===== src/design/csc_pkg.sv =====
/*
  constants, encodings and timing for the capacitive sense conversion control.
  assumes a single 10 MHz clock domain and plain configuration ports.
*/
package csc_pkg;
  // ==========================================================================
  // widths
  localparam int          RES_W      = 16;
  localparam int          CH_W       = 4;
  localparam int          ACC_W      = 3;
  localparam int          STEP_W     = 5;
  // ==========================================================================
  // conversion length field encodings
  localparam logic [1:0]  LEN_12     = 2'h0;
  localparam logic [1:0]  LEN_13     = 2'h1;
  localparam logic [1:0]  LEN_14     = 2'h2;
  localparam logic [1:0]  LEN_16     = 2'h3;
  localparam logic [1:0]  LEN_RESET  = LEN_13;
  localparam logic [STEP_W-1:0] STEPS_12 = 5'h0C;
  localparam logic [STEP_W-1:0] STEPS_13 = 5'h0D;
  localparam logic [STEP_W-1:0] STEPS_14 = 5'h0E;
  localparam logic [STEP_W-1:0] STEPS_16 = 5'h10;
  localparam logic [RES_W-1:0]  RES_ZERO = 16'h0000;
  localparam logic [RES_W-1:0]  RES_MSB  = 16'h8000;
  localparam logic [CH_W-1:0]   CH_ZERO  = 4'h0;
  localparam logic [CH_W-1:0]   CH_ONE   = 4'h1;
  localparam logic [ACC_W-1:0]  ACC_ZERO = 3'h0;
  localparam logic [ACC_W-1:0]  ACC_ONE  = 3'h1;
  localparam logic [STEP_W-1:0] STEP_ONE = 5'h01;
  // ==========================================================================
  // state machine
  typedef enum logic [1:0] {CSC_IDLE, CSC_CONV, CSC_DONE} csc_state_e;
endpackage


===== src/design/csc_sar_step.sv =====
/*
  one successive-approximation step engine: resolves one bit per clock.
  assumes the analog comparator output is synchronous to CLK.
*/
`timescale 1ns/10ps
module csc_sar_step
  import csc_pkg::*;
(
  input  wire logic              clk,
  input  wire logic              rst_n,
  input  wire logic              start,
  input  wire logic [STEP_W-1:0] steps,
  input  wire logic              cmp_hi,
  output logic [RES_W-1:0]       trial,
  output logic                   done,
  output logic [RES_W-1:0]       result
);
  logic [RES_W-1:0]  probe;
  logic [STEP_W-1:0] left;
  logic              run;
  logic [RES_W-1:0]  next_result;
  logic [RES_W-1:0]  next_probe;

  // ==========================================================================
  // trial code
  // trial leads the registers by one clock, so the registered dac code
  // already shows the bit under test when the comparator is sampled
  always_comb begin
    next_result = result;
    next_probe  = probe;
    if (start) begin
      next_result = RES_ZERO;
      next_probe  = RES_MSB;
    end else if (run) begin
      if (cmp_hi) begin
        next_result = result | probe;
      end
      next_probe = probe >> 1;
    end
    trial = next_result | next_probe;
  end

  // ==========================================================================
  // bit resolution
  always_ff @(posedge clk or negedge rst_n) begin
    if (!rst_n) begin
      result <= RES_ZERO;
      probe  <= RES_ZERO;
      left   <= '0;
      run    <= 1'b0;
      done   <= 1'b0;
    end else begin
      done <= 1'b0;
      if (start) begin
        result <= RES_ZERO;
        probe  <= RES_MSB;
        left   <= steps;
        run    <= 1'b1;
      end else if (run) begin
        if (cmp_hi) begin
          result <= result | probe;
        end
        probe <= probe >> 1;
        left  <= left - STEP_ONE;
        if (left == STEP_ONE) begin
          run  <= 1'b0;
          done <= 1'b1;
        end
      end
    end
  end
endmodule // csc_sar_step


===== src/design/csc_ctrl.sv =====
/*
  conversion control for the capacitive sense unit: start, continuous and
  auto-scan modes, length selection, accumulation and completion interrupt.
  assumes configuration ports are synchronous and stable during conversions.
*/
`timescale 1ns/10ps
module csc_ctrl
  import csc_pkg::*;
(
  input  wire logic             CLK,
  input  wire logic             RST_N,
  input  wire logic             BUSY_SET,
  input  wire logic             CONT_MODE,
  input  wire logic             SCAN_EN,
  input  wire logic [CH_W-1:0]  CHAN_SEL,
  input  wire logic [CH_W-1:0]  SCAN_END,
  input  wire logic [ACC_W-1:0] ACC_COUNT,
  input  wire logic             LEN_WR,
  input  wire logic [1:0]       LEN_IN,
  input  wire logic             IRQ_EN,
  input  wire logic             DONE_CLR,
  input  wire logic             CMP_HI,
  output logic                  BUSY,
  output logic                  DONE_FLAG,
  output logic                  IRQ,
  output logic [RES_W-1:0]      RESULT,
  output logic [RES_W-1:0]      DAC_TRIAL,
  output logic [CH_W-1:0]       CHAN,
  output logic [1:0]            LEN_FIELD
);
  csc_state_e        state;
  logic [STEP_W-1:0] steps;
  logic              sar_start;
  logic              sar_done;
  logic [RES_W-1:0]  sar_res;
  logic [RES_W-1:0]  sar_trial;
  logic [ACC_W-1:0]  acc_left;
  logic              last_conv;

  // ==========================================================================
  // length field
  always_ff @(posedge CLK or negedge RST_N) begin
    if (!RST_N) begin
      LEN_FIELD <= LEN_RESET;
    end else if (LEN_WR) begin
      LEN_FIELD <= LEN_IN;
    end
  end

  always_comb begin
    case (LEN_FIELD)
      LEN_12:  steps = STEPS_12;
      LEN_13:  steps = STEPS_13;
      LEN_14:  steps = STEPS_14;
      default: steps = STEPS_16;
    endcase
  end

  csc_sar_step u_sar (
    .clk    (CLK),
    .rst_n  (RST_N),
    .start  (sar_start),
    .steps  (steps),
    .cmp_hi (CMP_HI),
    .trial  (sar_trial),
    .done   (sar_done),
    .result (sar_res)
  );

  always_ff @(posedge CLK or negedge RST_N) begin
    if (!RST_N) begin
      DAC_TRIAL <= RES_ZERO;
    end else begin
      DAC_TRIAL <= sar_trial;
    end
  end

  // accumulated sets end on the last conversion
  assign last_conv = (acc_left == ACC_ZERO);

  // ==========================================================================
  // sequencing
  always_ff @(posedge CLK or negedge RST_N) begin
    if (!RST_N) begin
      state     <= CSC_IDLE;
      sar_start <= 1'b0;
      acc_left  <= ACC_ZERO;
      CHAN      <= CH_ZERO;
    end else begin
      sar_start <= 1'b0;
      case (state)
        CSC_IDLE: begin
          if (BUSY_SET) begin
            state     <= CSC_CONV;
            sar_start <= 1'b1;
            acc_left  <= ACC_COUNT;
            CHAN      <= CHAN_SEL;
          end
        end
        CSC_CONV: begin
          if (sar_done) begin
            if (!last_conv) begin
              acc_left  <= acc_left - ACC_ONE;
              sar_start <= 1'b1;
            end else begin
              state <= CSC_DONE;
            end
          end
        end
        CSC_DONE: begin
          if (CONT_MODE) begin
            state     <= CSC_CONV;
            sar_start <= 1'b1;
            acc_left  <= ACC_COUNT;
            if (SCAN_EN) begin
              CHAN <= (CHAN == SCAN_END) ? CHAN_SEL : CHAN + CH_ONE;
            end
          end else begin
            state <= CSC_IDLE;
          end
        end
        default: state <= CSC_IDLE;
      endcase
    end
  end

  // ==========================================================================
  // result, busy, flag, interrupt
  always_ff @(posedge CLK or negedge RST_N) begin
    if (!RST_N) begin
      RESULT <= RES_ZERO;
    end else if (state == CSC_CONV && sar_done && last_conv) begin
      RESULT <= sar_res;
    end
  end

  always_ff @(posedge CLK or negedge RST_N) begin
    if (!RST_N) begin
      BUSY <= 1'b0;
    end else if (BUSY_SET) begin
      BUSY <= 1'b1;
    end else if (state == CSC_CONV && sar_done && last_conv && !CONT_MODE) begin
      BUSY <= 1'b0;
    end else if (state == CSC_DONE && !CONT_MODE) begin
      // continuous mode dropped between sets: stop without leaving busy stuck
      BUSY <= 1'b0;
    end
  end

  always_ff @(posedge CLK or negedge RST_N) begin
    if (!RST_N) begin
      DONE_FLAG <= 1'b0;
    end else if (state == CSC_CONV && sar_done && last_conv) begin
      DONE_FLAG <= 1'b1;
    end else if (DONE_CLR) begin
      DONE_FLAG <= 1'b0;
    end
  end

  always_ff @(posedge CLK or negedge RST_N) begin
    if (!RST_N) begin
      IRQ <= 1'b0;
    end else begin
      IRQ <= DONE_FLAG && IRQ_EN;
    end
  end
endmodule // csc_ctrl


===== config.mk =====
export PLATFORM = sky130hd
export DESIGN_NAME = csc_ctrl
export DESIGN_NICKNAME = d
export VERILOG_FILES = /design/src/design/csc_pkg.sv /design/src/design/csc_sar_step.sv /design/src/design/csc_ctrl.sv
export SDC_FILE = /design/constraint.sdc
export NUM_CORES = 1
export LEC_CHECK = 0
export BUFFER_PORTS_ARGS = -buffer_cell sky130_fd_sc_hd__buf_2
export CAP_MARGIN = 30
export CORE_ASPECT_RATIO = 1.4
export CORE_MARGIN = 1
export CORE_UTILIZATION = 30
export CTS_CLUSTER_DIAMETER = 60
export DETAILED_ROUTE_END_ITERATION = 10
export GPL_ROUTABILITY_DRIVEN = 0
export MAX_ROUTING_LAYER = met4
export PLACE_DENSITY = 0.62
export SLEW_MARGIN = 5
export SYNTH_ARGS = -nofsm -noshare
export SYNTH_HDL_FRONTEND = slang
export SYNTH_SLANG_ARGS = --single-unit

===== constraint.sdc =====
create_clock -name CLK -period 1.45 [get_ports CLK]
set_input_delay 0.2175 -clock CLK [delete_from_list [all_inputs] [get_ports CLK]]
set_output_delay 0.2175 -clock CLK [all_outputs]
set_load 0.01 [all_outputs]

## Word-level counts from Yosys, hierarchy flattened

Index checks and enable logic that the tools add are counted.

| storage, ports and cells | value |
|---|---|
| register bits | 86 |
| output and inout port bits | 41 |
| logic and storage cells | 88 |

| operators by class | value |
|---|---|
| add/subtract/negate cells | 3 |
| eq/ne operators | 12 |
| multiplexer cells | 39 |
| bitwise operators | 2 |
| reductions and logical operators | 17 |

Operators by type and width:

| operator | count |
|---|---|
| $mux W16 | 5 |
| $or A16 B16 Y16 | 2 |
| $mux W1 | 16 |
| $mux W4 | 4 |
| $pmux W5 S3 | 1 |
| $mux W3 | 4 |
| $mux W5 | 2 |
| $ne A2 B2 Y1 const B | 5 |
| $pmux W3 S3 | 1 |
| $pmux W4 S2 | 1 |
| $mux W2 | 3 |
| $pmux W2 S3 | 1 |
| $reduce_bool A2 Y1 | 3 |
| $reduce_bool A3 Y1 | 2 |
| $eq A5 B1 Y1 const B | 1 |
| $logic_and A1 B1 Y1 | 5 |
| $reduce_and A5 Y1 | 1 |
| $sub A5 B1 Y5 const B | 1 |
| $add A4 B1 Y4 const B | 1 |
| $eq A2 B1 Y1 const B | 2 |
| $eq A2 B2 Y1 const B | 2 |
| $eq A4 B4 Y1 | 1 |
| $logic_not A2 Y1 | 2 |
| $reduce_and A4 Y1 | 1 |
| other kinds (6) | 6 |

## Longest topological paths before layout

| depth | value |
|---|---|
| depth in word-level cells | 6 |
| gate-level depth with buffers | 8 |
| depth with buffers taken out | 6 |

## Cells and area by module

From an unflattened synthesis, not the netlist that was laid out.

| second synthesis, totals | value |
|---|---|
| cell total of the unflattened synthesis | 271 |
| area, all modules | 3,502.1 µm² |

By module, submodules not included:

| module | times used | cells an instance | area an instance (µm²) | seq. area each (µm²) |
|---|---|---|---|---|
| csc_ctrl | 1 | 128 | 1,825.5 | 1,177.4 |
| csc_sar_step | 1 | 143 | 1,676.6 | 975.9 |

## Worst setup path before layout

OpenSTA, ideal clock, no wires.

| timing | value |
|---|---|
| path kind | register to register |
| start | register acc_left[0] |
| end | register RESULT[10] |
| arrival time | 1,482 ps |
| data required time | 1,325 ps |
| setup slack | -157 ps |
| cell stages (with the launch flop) | 8 |
| buffers on the path | 2 |
| period minus slack after synthesis | 1,607 ps |
| cell sequence | dfrtp_1 -> inv_1 -> ha_1 -> nor2b_1 -> and3_1 -> buf_4 -> buf_6 -> mux2_2 |

| between the ends | value |
|---|---|
| cells in the longest elaborated chain, start to end | 2 |

Ends and longest elaborated chain:

| what | line | source |
|---|---|---|
| start: declaration | csc_ctrl.sv:37 | `logic [ACC_W-1:0] acc_left;` |
| start signal: assignment | csc_ctrl.sv:103 | `acc_left <= acc_left - ACC_ONE;` |
| $logic_not A3 Y1 | csc_ctrl.sv:79 | `assign last_conv = (acc_left == ACC_ZERO);` |
| $logic_and A1 B1 Y1 | csc_ctrl.sv:132 | `end else if (state == CSC_CONV && sar_done && last_conv) begin` |
| end signal: assignment | csc_ctrl.sv:133 | `RESULT <= sar_res;` |
| end: declaration | csc_ctrl.sv:26 | `output logic [RES_W-1:0] RESULT,` |

No other way between the ends.
A chain may end at the register's enable or synchronous reset.

## Final worst setup path

| timing | value |
|---|---|
| start | register acc_left[0] |
| end | register RESULT[12] |

Same word-level chain as after synthesis.

==> results.md <==
* Antenna viol nets, final at 0
* Synth top cells by count: 85 x dfrtp_1, 20 x nor2_1, 19 x mux2i_1
* Violations in the final reports: setup timing
* N_diodes at 0
* Synth warn at 0
* Slew @ Worst Pin at 490.6 ps
* Post-CTS Setup Bufs at 0
* Die Area at 11,970 um2
* Share of layout cells above drive strength 1 at 42.62%
* Cell Chain, Critical Path: inv_2 > ha_4 > nor2b_4 > and3_4 > clkbuf_16 > mux2_4
* Critical Path Fanout Max at 9
* Crit. Startpoint: acc_left[0]$_DFFE_PN0P_
* RSZ-0062 raised after global routing: true
* CTS root buf: clkbuf_16
* PD cells at 1954 nW/um2
* FMAX at 0.6463 GHz
* Top Metal Used: met4
* Startpoint types: flop
* Max incr delay on CP at 380 ps
* Final instance area at 4643 um2
* Wirelength per Cell at 14.44 um
* Synth Flop Type: dfrtp_1
* Unique masters post-synth at 46
* Seq cells post-synth at 86
* TritonRoute pass-1 iters at 4
* HP Start: DONE_CLR
* Status: finished with violations
* Post-Syn Nets at 291
* Multi-input gate area at 1360 um2
* Mapped Cells at 264
* Fin util at 41.16%
* HPWL Detailed at 4.958 mm
* Post-Route M1 WL at 3.138 mm
* I/O pin count at 63
* Launch point of the worst reg-to-reg path: acc_left[0]$_DFFE_PN0P_
* Cell Area, Placed at 4189 um2
* Antenna violations before repair at 0
* Clk slew on worst S/H paths at 60 ps
* Worst Hold Class: in2reg
* Sequential area share after synthesis at 62.26%
* Met2 Routed Length at 3.712 mm
* Skew final at 4.572 ps
* Top cells by area, synth: dfrtp_1 62%, mux2_2 5.9%, mux2i_1 5.5%
* Max clock buf depth at 2
* Count leader, synth: dfrtp_1
* CTS tree: yes
* DRC viols at 0
* Fillcell total at 1,112
* DR vias/cell at 4.650
* Tot GR Track Use at 13.64%
* Max VDD drop at 565.7 uV
* Max-cap violations at 0
* Leakage at 2.375 nW
* Min Tclk post-route at 1547 ps
* Worst Path Buf+Inv at 2
* Hold slack at 70.54 ps
* WL final at 7.261 mm
* Synth top area share at 61.51%
* Global-route wire length before repair at 11.89 mm
* Crit share post-route at 106.7%
* Final Hold Violating Endpoints at 0
* Asr flop ratio synth at 100.0%
* GRT Residual Overflow at 0
* CTS Buf Count at 9
* Clk Latency, worst-skew pair at 340 ps
* Die height at 129.0 um
* Total Nets Final at 381
* Worst Path Required at 1670 ps
* Number of synthesized flops with an enable pin at 0
* Largest net degree at the start of global routing at 36
* Setup CP Type: reg2reg
* H-Tree Depth at 3
* Worst rel slew slack at 67.29%
* Core region area at 11,280 um2
* Slowest cell on crit path: dfrtp_1
* DR vias at 2,339
* Largest area contributor in the netlist: dfrtp_1
* Initial Util at 30.66%
* CP endpoint kind: flop
* Seq. cell area at 2158 um2
* Mapped Avg Cell Area at 13.10 um2
* Setup ws final at -97.21 ps
* Number of global-route vias before repair at 2,441
* Arr. time, crit path at 1770 ps
* Met3 routed WL at 250 um
* Number of clock sinks at 86
* Netlist Area Pre-Place at 3458 um2
* CP top delay family: flip-flops
* Initial DRC count at 76
* IO buf count at 62
* Chip Width at 92.74 um
* Setup violators final at 20
* Final Max Slew Viols at 0
* Area growth syn-to-layout at 34.26%
* # rows at 46
logic make-up after synthesis:
group | share of synthesized area [%]
AO/OA/AOI/OAI | 10.02
AND/OR/NAND/NOR | 9.914
adder cells (fa/ha/maj) | 1.809
XOR/XNOR | 2.026
buffers and inverters | 2.605
multiplexers | 11.36
flip-flops | 62.26
final timing paths:
path,end,cells after the start,slack (ps)
worst min register to register,BUSY$_DFFE_PN0P_,1,490
worst max-delay path,RESULT[12]$_DFFE_PN0P_,6,-100
worst max register to register,RESULT[12]$_DFFE_PN0P_,6,-100
min in group asynchronous,DAC_TRIAL[13]$_DFF_PN0_,2,400
worst min-delay path,DONE_FLAG$_DFFE_PN0P_,2,70
max in group asynchronous,DAC_TRIAL[2]$_DFF_PN0_,3,500
report_power, final:
part	total [W]	leakage [nW]	internal (W)	switching, W
clock network	0.00255	0.163	0.00161	0.000932
logic	0.00277	1.10	0.00143	0.00134
registers	0.00375	1.11	0.00323	0.000529
final cells by class:
cell class,count,area share [%]
inverter,10,0.8084
sequential,86,46.48
tap,144,3.880
timing repair buffer,89,12.34
clock buffer,12,5.524
multi-input combinational,158,29.29
clock inverter,4,1.671
per-layer routing:
metal,up-vias,GRT usage [%]
li1,1105,-
met1,1184,15.78
met2,39,21.96
met3,11,2.758
met4,0,8.054
met5,-,-
sequential cells by signal (all words and copies together) (netlist names):
name / count
u_sar.left: 5
u_sar.probe: 16
CHAN: 4
RESULT: 16
BUSY: 1
IRQ: 1
sar_start: 1
LEN_FIELD: 2
u_sar.result: 16
u_sar.done: 1
u_sar.run: 1
acc_left: 3
state: 2
DAC_TRIAL: 16
DONE_FLAG: 1
cell usage in the layout (no fill, tap or decap), drive strengths merged, types with 2 or more instances in the layout:
cell / count
a21boi: 2
a21o: 2
a21oi: 2
a22o: 16
a22oi: 2
a31oi: 2
and3: 3
buf: 87
bufinv: 2
clkbuf: 13
dfrtp: 85
ha: 5
inv: 11
mux2: 18
mux2i: 19
nand2: 10
nand2b: 2
nand3: 2
nor2: 20
nor2b: 3
o21ai: 7
o21bai: 2
o22ai: 2
or2: 16
xnor2: 3
xor2: 5
per-stage QoR:
step / power, W / std cells / setup slack [ps] / setup TNS (ps)
final: 0.009074 / 503 / -97.21 / -1586
after global routing: 0.009660 / 503 / -165.5 / -2916
after CTS: 0.009086 / 502 / -113.3 / -1683
after global placement: 0.006384 / 485 / -98.06 / -713.5
after floorplan: 0.005398 / 264 / -102.9 / -947.9
after detailed placement: 0.006476 / 485 / -127.4 / -1753
repair_timing:
action                                  4_1_cts  5_1_grt
hold buffers                                  1        0
endpoints found under the hold margin        31        0
cloned                                        0        1
gates resized for setup                       6       15
endpoints found under the setup margin       24       34
pin swaps                                     1        2
(Power assumes the default switching activity.)
